## src/verilog/cpu_bus_map.svh

```systemverilog
// Purpose: Constants of the pipelined processor memory bus
// Assumes: Included by the modules by bare name
// Notes: Codes and widths only
`ifndef CPU_BUS_MAP_SVH
`define CPU_BUS_MAP_SVH
`define SIZE_BYTE 2'h0
`define SIZE_HALF 2'h1
`define SIZE_WORD 2'h2
`define SIZE_RSVD 2'h3
`define CYC_INTERNAL 2'h0
`define CYC_COPROC 2'h1
`define CYC_NONSEQ 2'h2
`define CYC_SEQ 2'h3
`define PROT_PRIV_BIT 1
`define PROT_DATA_BIT 0
`define WORD_STEP 32'h4
`define HALF_STEP 32'h2
`define CTL_OFS 32'h0000_0000
`define ADDR_OFS 32'h0000_0004
`define WDATA_OFS 32'h0000_0008
`define RDATA_OFS 32'h0000_000C
`define STAT_OFS 32'h0000_0010
`define CTL_GO_BIT 0
`define CTL_WRITE_BIT 1
`define CTL_SIZE_LSB 2
`define CTL_PRIV_BIT 4
`define CTL_DATA_BIT 5
`define CTL_LOCK_BIT 6
`define CTL_ISA_BIT 7
`define CTL_BURST_LSB 8
`define CTL_COPROC_BIT 12
`define STAT_BUSY_BIT 0
`define STAT_DABT_BIT 1
`define STAT_PABT_BIT 2
`endif

```

## src/verilog/cpu_bus_pkg.sv

```systemverilog
// Purpose: Types shared by both ends of the processor memory bus
// Assumes: cpu_bus_map.svh defines the codes
// Notes: Types only
package cpu_bus_pkg;
  typedef logic [1:0] size_t;
  typedef logic [1:0] cyc_t;
  typedef enum logic [1:0] {ST_IDLE, ST_ADDR, ST_DATA} bus_state_e;
endpackage : cpu_bus_pkg

```

## src/verilog/cpu_bus_if.sv

```systemverilog
// Purpose: Carrier joining the processor end and the memory end
// Assumes: One clock, all signals change after rising edges
// Notes: No two-way pins
`timescale 1ns/10ps
interface cpu_bus_if;
  logic [31:0] addr;
  logic write;
  logic [1:0] size;
  logic [1:0] access_protection;
  logic lock;
  logic compact_isa_state;
  logic [1:0] cycle_type;
  logic [31:0] wdata;
  logic [31:0] rdata;
  logic abort;
  modport cpu (output addr, write, size, access_protection, lock,
    compact_isa_state, cycle_type, wdata, input rdata, abort);
  modport mem (input addr, write, size, access_protection, lock,
    compact_isa_state, cycle_type, wdata, output rdata, abort);
endinterface : cpu_bus_if

```

## src/verilog/cpu_bus_master.sv

```systemverilog
// Purpose: Processor end of the pipelined memory bus, driven by AHB-Lite
// Assumes: Memory answers each bus cycle in one clock
// Notes: Software sets up a transfer, sets go, polls busy
//
// Added by the designer: the AHB-Lite register port and the address map.
`timescale 1ns/10ps
`include "cpu_bus_map.svh"

// Overview of operation
// - Drive byte address, burst word adds four
// - Memory ignores insignificant low address bits
// - Write high, read low, fixed in burst
// - Size 00 byte, 01 half, 10 word
// - Size constant across sequential burst
// - Memory provides per-byte write enables
// - Protection: upper privileged, lower data
// - Lock high during atomic swap
// - ISA state low standard, high compact
// - Write data valid only in write cycles
// - Write bus also carries coprocessor data
// - Read bus sampled at cycle end
// - Abort sampled only on N/S cycles
// - Data abort traps; fetch abort marked
// - Narrow reads may return whole word
// - Halfword lane by address bit one
// - Byte lanes by low address bits
// - Word reads use whole bus
// - Narrow writes replicated across lanes
// - Endian input: 0 little, 1 big
// - Cycle type: I, C, N, S codes
// - Address phase one cycle before data
module cpu_bus_master
  import cpu_bus_pkg::*;
#(
  parameter int BURST_W = 4
) (
  input wire logic hclk,
  input wire logic hresetn,
  input wire logic hsel,
  input wire logic [31:0] haddr,
  input wire logic [1:0] htrans,
  input wire logic hwrite,
  input wire logic [2:0] hsize,
  input wire logic [31:0] hwdata,
  input wire logic hready,
  output logic [31:0] hrdata,
  output logic hreadyout,
  output logic hresp,
  input wire logic endian_select,
  cpu_bus_if.cpu bus
);

  ////////////////////////////////////////////////////////////////////////
  typedef struct packed {
    bus_state_e st;
    logic ap_wr;
    logic [31:0] ap_addr;
    logic [31:0] ctl;
    logic [31:0] addr;
    logic [31:0] wval;
    logic [31:0] rval;
    logic [BURST_W-1:0] left;
    logic dabt;
    logic pabt;
    logic [31:0] b_addr;
    logic b_write;
    logic [1:0] b_size;
    logic [1:0] b_prot;
    logic b_lock;
    logic b_isa;
    logic [1:0] b_cyc;
    logic [31:0] b_wdata;
    logic d_act;
    logic d_prot_data;
    logic d_write;
    logic [1:0] d_cyc;
  } state_s;

  state_s s_r, s_nxt;
  logic [31:0] rfield, wbus;
  logic [1:0] req_size;

  function automatic logic [31:0] step(input logic [1:0] sz);
    return (sz == `SIZE_WORD) ? `WORD_STEP : `HALF_STEP;
  endfunction : step

  assign req_size = (s_r.ctl[`CTL_SIZE_LSB +: 2] == `SIZE_RSVD) ?
    `SIZE_WORD : s_r.ctl[`CTL_SIZE_LSB +: 2];

  lane_select i_lane_select (
    .rword(bus.rdata),
    .addr_lo(s_r.b_addr[1:0]),
    .size(s_r.b_size),
    .endian_select(endian_select),
    .wvalue(s_r.wval),
    .rfield(rfield),
    .wbus(wbus)
  );

  ////////////////////////////////////////////////////////////////////////
  always_comb begin
    s_nxt = s_r;
    if (hready && hsel && htrans[1]) begin
      s_nxt.ap_wr = hwrite;
      s_nxt.ap_addr = haddr;
    end else if (hready) begin
      s_nxt.ap_wr = 1'b0;
    end
    s_nxt.d_act = 1'b0;
    s_nxt.b_cyc = `CYC_INTERNAL;
    s_nxt.b_lock = 1'b0;
    s_nxt.b_wdata = 32'h00000000;
    unique case (s_r.st)
      ST_IDLE: begin
        if (s_r.ctl[`CTL_GO_BIT]) begin
          s_nxt.ctl[`CTL_GO_BIT] = 1'b0;
          s_nxt.dabt = 1'b0;
          s_nxt.pabt = 1'b0;
          s_nxt.st = ST_ADDR;
          s_nxt.b_addr = s_r.addr;
          s_nxt.b_write = s_r.ctl[`CTL_WRITE_BIT];
          s_nxt.b_size = req_size;
          // Privilege high bit, data low bit
          s_nxt.b_prot = {s_r.ctl[`CTL_PRIV_BIT], s_r.ctl[`CTL_DATA_BIT]};
          s_nxt.b_isa = s_r.ctl[`CTL_ISA_BIT];
          s_nxt.left = s_r.ctl[`CTL_BURST_LSB +: BURST_W];
          s_nxt.b_cyc = s_r.ctl[`CTL_COPROC_BIT] ? `CYC_COPROC :
            `CYC_NONSEQ;
          s_nxt.b_lock = s_r.ctl[`CTL_LOCK_BIT];
        end
      end
      ST_ADDR, ST_DATA: begin
        // Data follows address by one cycle
        s_nxt.d_act = 1'b1;
        s_nxt.d_prot_data = s_r.b_prot[`PROT_DATA_BIT];
        s_nxt.d_write = s_r.b_write;
        s_nxt.d_cyc = s_r.b_cyc;
        // Write data for memory and coprocessor
        if (s_r.b_write) begin
          s_nxt.b_wdata = wbus;
        end
        if (s_r.left != '0 && s_r.b_cyc != `CYC_COPROC) begin
          s_nxt.left = s_r.left - 1'b1;
          s_nxt.b_addr = s_r.b_addr + step(s_r.b_size);
          s_nxt.b_cyc = `CYC_SEQ;
          // Direction and size kept in burst
          s_nxt.b_lock = s_r.b_lock;
          s_nxt.st = ST_DATA;
        end else if (s_r.b_lock && !s_r.b_write) begin
          s_nxt.b_write = 1'b1;
          s_nxt.b_cyc = `CYC_NONSEQ;
          s_nxt.b_lock = 1'b1;
          s_nxt.st = ST_DATA;
        end else begin
          s_nxt.st = ST_IDLE;
        end
      end
      default: s_nxt.st = ST_IDLE;
    endcase
    // Software write after the go clear, so a fresh go is kept
    if (s_r.ap_wr) begin
      unique case (s_r.ap_addr[7:0])
        `CTL_OFS: s_nxt.ctl = hwdata;
        `ADDR_OFS: s_nxt.addr = hwdata;
        `WDATA_OFS: s_nxt.wval = hwdata;
        default: ;
      endcase
    end
    // Data sampled at end of its own data cycle
    if (s_r.d_act) begin
      if (!s_r.d_write) begin
        s_nxt.rval = rfield;
      end
      // Abort only on N or S
      if (bus.abort && s_r.d_cyc[1]) begin
        if (s_r.d_prot_data) begin
          s_nxt.dabt = 1'b1;
        end else begin
          s_nxt.pabt = 1'b1;
        end
      end
    end
  end

  always_ff @(posedge hclk or negedge hresetn) begin
    if (!hresetn) begin
      s_r <= '0;
    end else begin
      s_r <= s_nxt;
    end
  end

  ////////////////////////////////////////////////////////////////////////
  assign hreadyout = 1'b1;
  assign hresp = 1'b0;
  always_comb begin
    unique case (s_r.ap_addr[7:0])
      `CTL_OFS: hrdata = s_r.ctl;
      `ADDR_OFS: hrdata = s_r.addr;
      `WDATA_OFS: hrdata = s_r.wval;
      `RDATA_OFS: hrdata = s_r.rval;
      `STAT_OFS: hrdata = {29'h0, s_r.pabt, s_r.dabt,
        (s_r.st != ST_IDLE) || s_r.d_act || s_r.ctl[`CTL_GO_BIT]};
      default: hrdata = 32'h00000000;
    endcase
  end

  assign bus.addr = s_r.b_addr;
  assign bus.write = s_r.b_write;
  assign bus.size = s_r.b_size;
  assign bus.access_protection = s_r.b_prot;
  assign bus.lock = s_r.b_lock;
  assign bus.compact_isa_state = s_r.b_isa;
  assign bus.cycle_type = s_r.b_cyc;
  assign bus.wdata = s_r.b_wdata;
endmodule : cpu_bus_master

```

## src/verilog/lane_select.sv

```systemverilog
// Purpose: Pick the addressed field of a read word, replicate writes
// Assumes: Combinational, pure lane steering
// Notes: Used by the processor end
`timescale 1ns/10ps
`include "cpu_bus_map.svh"
module lane_select
  import cpu_bus_pkg::*;
(
  input wire logic [31:0] rword,
  input wire logic [1:0] addr_lo,
  input wire logic [1:0] size,
  input wire logic endian_select,
  input wire logic [31:0] wvalue,
  output logic [31:0] rfield,
  output logic [31:0] wbus
);
  logic [1:0] lane;
  always_comb begin
    lane = endian_select ? ~addr_lo : addr_lo;
    rfield = rword;
    wbus = wvalue;
    unique case (size)
      `SIZE_BYTE: begin
        rfield = {24'h000000, rword[8*lane +: 8]};
        wbus = {4{wvalue[7:0]}};
      end
      `SIZE_HALF: begin
        rfield = {16'h0000, rword[16*lane[1] +: 16]};
        wbus = {2{wvalue[15:0]}};
      end
      default: rfield = rword;
    endcase
  end
endmodule : lane_select

```

## src/flat_wrapper.sv

```systemverilog
// flat-port wrapper written by rule: the top's interface ports become plain ports
module cpu_bus_master_flat import cpu_bus_pkg::*;
#(
  parameter int BURST_W = 4
)
  (hclk, hresetn, hsel, haddr, htrans, hwrite, hsize, hwdata, hready, hrdata, hreadyout, hresp, endian_select, bus_addr, bus_write, bus_size, bus_access_protection, bus_lock, bus_compact_isa_state, bus_cycle_type, bus_wdata, bus_rdata, bus_abort);
  cpu_bus_if bus_i ();
  input wire logic hclk;
  input wire logic hresetn;
  input wire logic hsel;
  input wire logic [31:0] haddr;
  input wire logic [1:0] htrans;
  input wire logic hwrite;
  input wire logic [2:0] hsize;
  input wire logic [31:0] hwdata;
  input wire logic hready;
  output logic [31:0] hrdata;
  output logic hreadyout;
  output logic hresp;
  input wire logic endian_select;
  output wire logic [$bits(bus_i.addr)-1:0] bus_addr;
  output wire logic [$bits(bus_i.write)-1:0] bus_write;
  output wire logic [$bits(bus_i.size)-1:0] bus_size;
  output wire logic [$bits(bus_i.access_protection)-1:0] bus_access_protection;
  output wire logic [$bits(bus_i.lock)-1:0] bus_lock;
  output wire logic [$bits(bus_i.compact_isa_state)-1:0] bus_compact_isa_state;
  output wire logic [$bits(bus_i.cycle_type)-1:0] bus_cycle_type;
  output wire logic [$bits(bus_i.wdata)-1:0] bus_wdata;
  input wire logic [$bits(bus_i.rdata)-1:0] bus_rdata;
  input wire logic [$bits(bus_i.abort)-1:0] bus_abort;
  assign bus_addr = bus_i.addr;
  assign bus_write = bus_i.write;
  assign bus_size = bus_i.size;
  assign bus_access_protection = bus_i.access_protection;
  assign bus_lock = bus_i.lock;
  assign bus_compact_isa_state = bus_i.compact_isa_state;
  assign bus_cycle_type = bus_i.cycle_type;
  assign bus_wdata = bus_i.wdata;
  assign bus_i.rdata = bus_rdata;
  assign bus_i.abort = bus_abort;
  cpu_bus_master #(.BURST_W(BURST_W)) u_core (.hclk(hclk), .hresetn(hresetn), .hsel(hsel), .haddr(haddr), .htrans(htrans), .hwrite(hwrite), .hsize(hsize), .hwdata(hwdata), .hready(hready), .hrdata(hrdata), .hreadyout(hreadyout), .hresp(hresp), .endian_select(endian_select), .bus(bus_i));
endmodule
```

## config.mk

```make
export PLATFORM = sky130hd
export DESIGN_NAME = cpu_bus_master_flat
export DESIGN_NICKNAME = d
export VERILOG_FILES = /design/src/verilog/cpu_bus_pkg.sv /design/src/verilog/cpu_bus_if.sv /design/src/verilog/cpu_bus_master.sv /design/src/verilog/lane_select.sv /design/src/flat_wrapper.sv
export VERILOG_INCLUDE_DIRS = /design/src /design/src/verilog
export SDC_FILE = /design/constraint.sdc
export NUM_CORES = 1
export LEC_CHECK = 0
export ABC_AREA = 1
export BUFFER_PORTS_ARGS = -buffer_cell sky130_fd_sc_hd__buf_2
export CELL_PAD_IN_SITES_DETAIL_PLACEMENT = 1
export CELL_PAD_IN_SITES_GLOBAL_PLACEMENT = 2
export CORE_ASPECT_RATIO = 2
export CORE_UTILIZATION = 33
export CTS_CLUSTER_DIAMETER = 60
export DETAILED_ROUTE_END_ITERATION = 7
export PLACE_DENSITY_LB_ADDON = 0.1
export SLEW_MARGIN = 5
export SYNTH_ARGS = -nofsm -noshare
export SYNTH_HDL_FRONTEND = slang
export SYNTH_SLANG_ARGS = --single-unit
```

## constraint.sdc

```tcl
create_clock -name hclk -period 2.8 [get_ports hclk]
set_input_delay 0.28 -clock hclk [delete_from_list [all_inputs] [get_ports hclk]]
set_output_delay 0.28 -clock hclk [all_outputs]
set_load 0.005 [all_outputs]
```

# Word-level counts from Yosys, hierarchy flattened
# Cells that the tools add are included.
# Widths: inputs -> output; s select.
dict set report totals {
  reg_bits 223
  latchBits 0
  ram_bits 0
  mem_bits_ro 0
  input_bits 108
  output_inout_bits 107
  elab_cells 103
  mem_count 0
}
dict set report op_classes {
  n_addsub 2
  mul 0
  n_div 0
  magnitude_cmp 0
  n_eq_ne 14
  n_shift 2
  mux 37
  n_bitwise 2
  n_reduce_logical 23
}
# cell n
set op_table {}
lappend op_table {{$pmux 32 s5} 1}
lappend op_table {{$mux 32} 4}
lappend op_table {{$pmux 32 s2} 2}
lappend op_table {{$pmux 33 s2} 1}
lappend op_table {{$mux 65} 1}
lappend op_table {{$mux 47} 1}
lappend op_table {{$mux 37} 1}
lappend op_table {{$add 32x32->32} 1}
lappend op_table {{$shiftx 32x6->16} 1}
lappend op_table {{$shiftx 32x6->8} 1}
lappend op_table {{$mux 2} 10}
lappend op_table {{$eq 8x4->1 const B} 2}
lappend op_table {{$mux 1} 10}
lappend op_table {{$reduce_and 2->1} 5}
lappend op_table {{$eq 8x3->1 const B} 1}
lappend op_table {{$eq 8x5->1 const B} 1}
lappend op_table {{$logic_not 8->1} 1}
lappend op_table {{$ne 2x1->1 const B} 4}
lappend op_table {{$pmux 2 s2} 2}
lappend op_table {{$pmux 4 s2} 1}
lappend op_table {{$eq 2x2->1 const B} 3}
lappend op_table {{$reduce_bool 2->1} 3}
lappend op_table {{$logic_and 1x1->1} 5}
lappend op_table {{$eq 2x1->1 const B} 2}
lappend op_table {{14 further kinds} 16}

# Depth between registers and ports, before layout
dict set report depth {
  word_depth 7
  mapped_depth 18
  depth_no_buf 16
}

# Modules after synthesis
# From an unflattened synthesis, not the netlist that was laid out.
dict set report hier_totals {
  hier_cells 1540
  hier_area_um2 11853.9
}
# module n_inst cells_each area_each_um2 seq_area_each_um2
set modules_own_cells {}
lappend modules_own_cells {cpu_bus_master 1 1299 10782.8 5555.3}
lappend modules_own_cells {lane_select 1 241 1071.0 0.0}

# Least setup slack after synthesis
# No wires, ideal clock.
dict set report synth_timing {
  path_type {reg2reg}
  startpoint {register u_core.s_r, in the netlist u_core.bus.size[1]}
  endpoint {register u_core.s_r, in the netlist u_core.bus.addr[21]}
  setup_ps 117
  arrival_time_ps 2274
  required_ps 2683
  path_slack_ps 410
  path_stages_with_launch 18
  path_buffers 2
  period_less_slack_ps 2390
  cell_sequence {dfrtp_1 > buf_2 > inv_2 > clkbuf_1 > nor2_1 > inv_1 > ha_1 > fa_1 > nand3_2 > inv_2 > nand2_1 > inv_2 > nand2_1 > nor2_1 > nand3b_1 > nand2_1 > nand2_1 > nand2_1}
}
dict set report synth_via {
  elab_chain_len 5
}
# element line
set synth_lines {}
lappend synth_lines {{start, declared} cpu_bus_master.sv:79} ;# state_s s_r, s_nxt;
lappend synth_lines {{start signal, assigned} cpu_bus_master.sv:189} ;# s_r <= s_nxt;
lappend synth_lines {{$eq 2x2->1 (no source line)} -}
lappend synth_lines {{$mux 3 (no source line)} -}
lappend synth_lines {{$add 32x32->32} cpu_bus_master.sv:144} ;# s_nxt.b_addr = s_r.b_addr + step(s_r.b_size);
lappend synth_lines {{$mux 32} cpu_bus_master.sv:142} ;# if (s_r.left != '0 && s_r.b_cyc != `CYC_COPROC) begin
lappend synth_lines {{$pmux 33 s2} cpu_bus_master.sv:113} ;# unique case (s_r.st)
# No other way between the ends. The select of a mux whose other input is x is not followed.
# A chain may end at the register's enable or synchronous reset.

# Worst setup path after layout
dict set report layout_timing {
  startpoint {register u_core.s_r[212] (netlist bit)}
  endpoint {output port hrdata[1]}
}
dict set report layout_via {
  elab_chain_len 2
  word_cells_on_any_way 6
  cone_classes {eq/ne: 4; mux: 1; reduce/logical: 1}
}
# element line
set layout_lines {}
lappend layout_lines {{$eq 8x5->1, or another cell as far along} cpu_bus_master.sv:197} ;# unique case (s_r.ap_addr[7:0])
lappend layout_lines {{$pmux 32 s5 *} cpu_bus_master.sv:197}
lappend layout_lines {{end, declared} flat_wrapper.sv:17} ;# output logic [31:0] hrdata;
# Mark *: on every way between the ends. The rest lies on a longest branch, timed or not.

==> results.tsv <==
stage	metric	value	unit
outcome	outcome	finished clean	
routing	final wirelength	44100	µm
pwr	Comb pwr share	31.7	%
die	core area	0.0351	mm²
pwr	Net Sw Power	4.33	mW
clock_network	CTS tree	done	
sta	skew final	0.0140	ns
final_layout	Non-Filler Instances	2052	
grt	first-pass GRT wire length	65800	µm
grt	largest net degree at the start of global routing	86	
setup_path	startpoint types	flip-flop	
setup_path	Worst Setup Path Type	flip-flop to primary output	
die	Die Ht	269	µm
sta	Slew @ Worst Pin	0.922	ns
setup_path	Setup crit end kind	primary output	
clock_network	Root Buffer	clkbuf_16	
routing	routed via count	10200	
synthesis	FF+latch count, synth	222	
clock_network	CTS Sinks	222	
pwr	Flop pwr share	38.5	%
clock_network	post-CTS setup repair buffer count	0	
sta	RSZ-0062 raised after global routing	yes	
clock_network	CTS H-tree depth	1	
pwr	clock share of power	29.8	%
grt	remaining global-route overflow	0	
synthesis	Main synth FF type	dfrtp_1	
pwr	switching share of total power	37.5	%
clock_network	worst-skew pair later-pin latency	0.53	ns
routing	post-DR vias/cell	4.95	
pwr	Pint	7.23	mW
sta	setup_tns	0	ns
synthesis	Net Count, Synth	1590	
final_layout	commonest cells after routing, fill and taps aside	nand2_1, dfrtp_1, buf_2	
synthesis	Unique masters post-synth	46	
synthesis	mapped cell area	0.0118	mm²
sta	crit path time final	2.63	ns
sta	final worst path period share	93.8	%
clock_network	total CTS buffers	24	
final_layout	Area Growth Syn to Fin	15.2	%
die	die boundary width	135	µm
synthesis	Yosys Warn Count	0	
grt	vias in the first global route	10700	
placed_design	Inst Count DP	1994	
setup_path	critical path fanouts, max	26	
clock_network	Clock transition at path regs	0.06	ns
sta	Final setup violation count	0	
sta	Hold Fails Final Rpt	0	
placed_design	DP Worst Slack	0.377	ns
sta	worst rel slew slack	38.5	%
final_layout	Filler cells	4293	
routing	Antenna Nets Post-Route	0	
routing	drt initial violations	431	
die	die area	0.0364	mm²
pwr	PwrDens	853	mW/mm²
final_layout	Post-layout nets	1704	
worst_hold_path	Hold Crit Class	primary input to flip-flop	
die	starting density of the core	33.5	%
run	max-cap violations	0	
synthesis	post-synthesis sequential area ratio	47.2	%
synthesis	Cells after Synth	1475	
pwr	Max VDD drop	0.000624	V
clock_network	clk buf depth	3	
final_layout	antenna cells	0	
synthesis	Avg Cell Area, Syn	7.97	µm²
routing	wire length per cell	21.5	µm
setup_path	Required @ worst endpoint	2.52	ns
die	I/O pin total	215	
die	row cnt	97	
placed_design	GPL Wtd Cong	0.864	
final_layout	commonest non-fill, non-tap cell in the layout	nand2_1	
placed_design	number of buffer cells added on primary ports	184	
setup_path	WP data arrival	2.35	ns
setup_path	reg2reg setup slack	0.39	ns
sta	Slew Viols, Final	0	
synthesis	fraction of registers with async set/reset	100	%
grt	Total Routing Usage GR	24.8	%
sta	final setup margin	0.173	ns
grt	initial antenna violation count	0	
pwr	Leakage	6.92	nW
synthesis	EDFF count, synth	0	
routing	DRC errors left	0	
placed_design	Post-DP HPWL	34000	µm
routing	DR pass1 iterations	5	
sta	highest clock rate	0.381	GHz
final_layout	layout cell share with drive strength beyond 1	21.7	%
power by group through the flow:
stage	clock (mW)	sequential, mW	combinational, mW
finish	3.44	4.45	3.66
global route	3.63	4.54	4.16
CTS	3.55	4.47	3.75
detailed placement	0	4.52	3.71
global placement	0	4.51	3.66
floorplan	0	4.32	2.76
cell usage after synthesis (3+ instances only):
cell,number,area [µm²]
clkbuf_1,19,71.3
o2111ai_1,14,123
o21ai_0,45,225
nor3_2,3,30.0
a22oi_1,6,45.0
xnor2_1,3,26.3
xor2_1,3,26.3
nor2_1,113,424
a21oi_1,93,465
nand2_1,467,1750
buf_2,22,110
buf_4,78,586
ha_1,6,75.1
nor2_2,4,25.0
nand3b_1,8,60.1
dfrtp_1,222,5560
o21ai_2,61,534
o22ai_1,15,93.8
inv_2,11,41.3
buf_6,12,135
nand2_4,6,67.6
inv_1,111,417
o21ai_1,46,230
buf_1,3,11.3
nand4_1,19,119
nand3_1,58,290
registers in the layout, indices dropped and copies added, names as in the netlist:
| name | count |
|---|---|
| u_core.s_r | 149 |
| u_core.bus.compact_isa_state | 1 |
| u_core.bus.addr | 32 |
| u_core.bus.access_protection | 2 |
| u_core.bus.cycle_type | 2 |
| u_core.bus.size | 2 |
| u_core.bus.write | 1 |
| u_core.bus.wdata | 32 |
| u_core.bus.lock | 1 |
metrics by stage:
| step | hold slack (ns) | util, % | cell area, µm² | total power [mW] |
|---|---|---|---|---|
| after floorplan | -0.0156 | - | 11800 | 7.08 |
| after CTS | 0.000373 | 38.6 | 13500 | 11.8 |
| after detailed placement | 0.361 | 35.8 | 12600 | 8.23 |
| after global routing | 0.0139 | 38.6 | 13500 | 12.3 |
| final | 0.0186 | 38.6 | 13500 | 11.6 |
| after global placement | 0.362 | 35.8 | 12600 | 8.16 |
worst paths after layout:
| check | startpoint | to | depth (start not counted) |
|---|---|---|---|
| worst max-delay path | u_core.s_r[212] | hrdata[1] | 10 |
| worst min-delay path | haddr[4] | u_core.s_r[216] | 3 |
| worst max register to register | u_core.bus.size[0] | u_core.bus.addr[21] | 14 |
| max in group asynchronous | hresetn | u_core.bus.addr[24] | 3 |
| worst min register to register | u_core.s_r[110] | u_core.s_r[110] | 2 |
| min in group asynchronous | hresetn | u_core.bus.cycle_type[1] | 2 |
layer usage:
layer	wire [µm]	vias up	GRT usage [%]
li1	-	4901	-
met1	16800	4970	27.4
met2	23700	220	46.4
met3	1320	72	2.31
met4	2280	0	12.8
met5	0	-	0
repair_timing:
| action | in CTS | in global routing |
|---|---|---|
| endpoints found under the hold margin | 92 | 0 |
| hold buffers | 14 | 0 |
| resized for setup | 2 | 3 |
| setup endpoints to repair | 5 | 23 |
worst max-delay path, cell delays in order (launching register included):
cell	delay, ns
dfrtp_1	0.36
inv_1	0.07
nand2_1	0.14
nor3_2	0.26
nand2_4	0.20
inv_8	0.23
nand2_1	0.07
o21ai_0	0.08
nor2_1	0.07
o21ai_0	0.14
buf_2	0.18
cell families (layout without fill, tap and decap cells):
| kind of cell | Yosys count | after routing | synth area share, % |
|---|---|---|---|
| other cells | 2 | 2 | 0.0639 |
| buf+inv | 259 | 391 | 11.8 |
| xor+xnor | 6 | 6 | 0.447 |
| mux | 2 | 2 | 0.191 |
| compound gates | 288 | 288 | 15.1 |
| flops | 222 | 222 | 47.2 |
| fa+ha+maj | 7 | 7 | 0.809 |
| simple gates | 689 | 689 | 24.3 |
area by class of cell:
type / instances / area (µm²) / share of cell area [%]
Clock inverter: 14 / 178 / 1.31
Multi-Input combinational cell: 994 / 4820 / 35.6
Clock buffer: 30 / 664 / 4.90
Timing Repair Buffer: 222 / 1290 / 9.51
Inverter: 125 / 488 / 3.60
Tap cell: 445 / 557 / 4.11
Sequential cell: 222 / 5560 / 41.0
No activity file was read; power rests on OpenSTA's default activity.
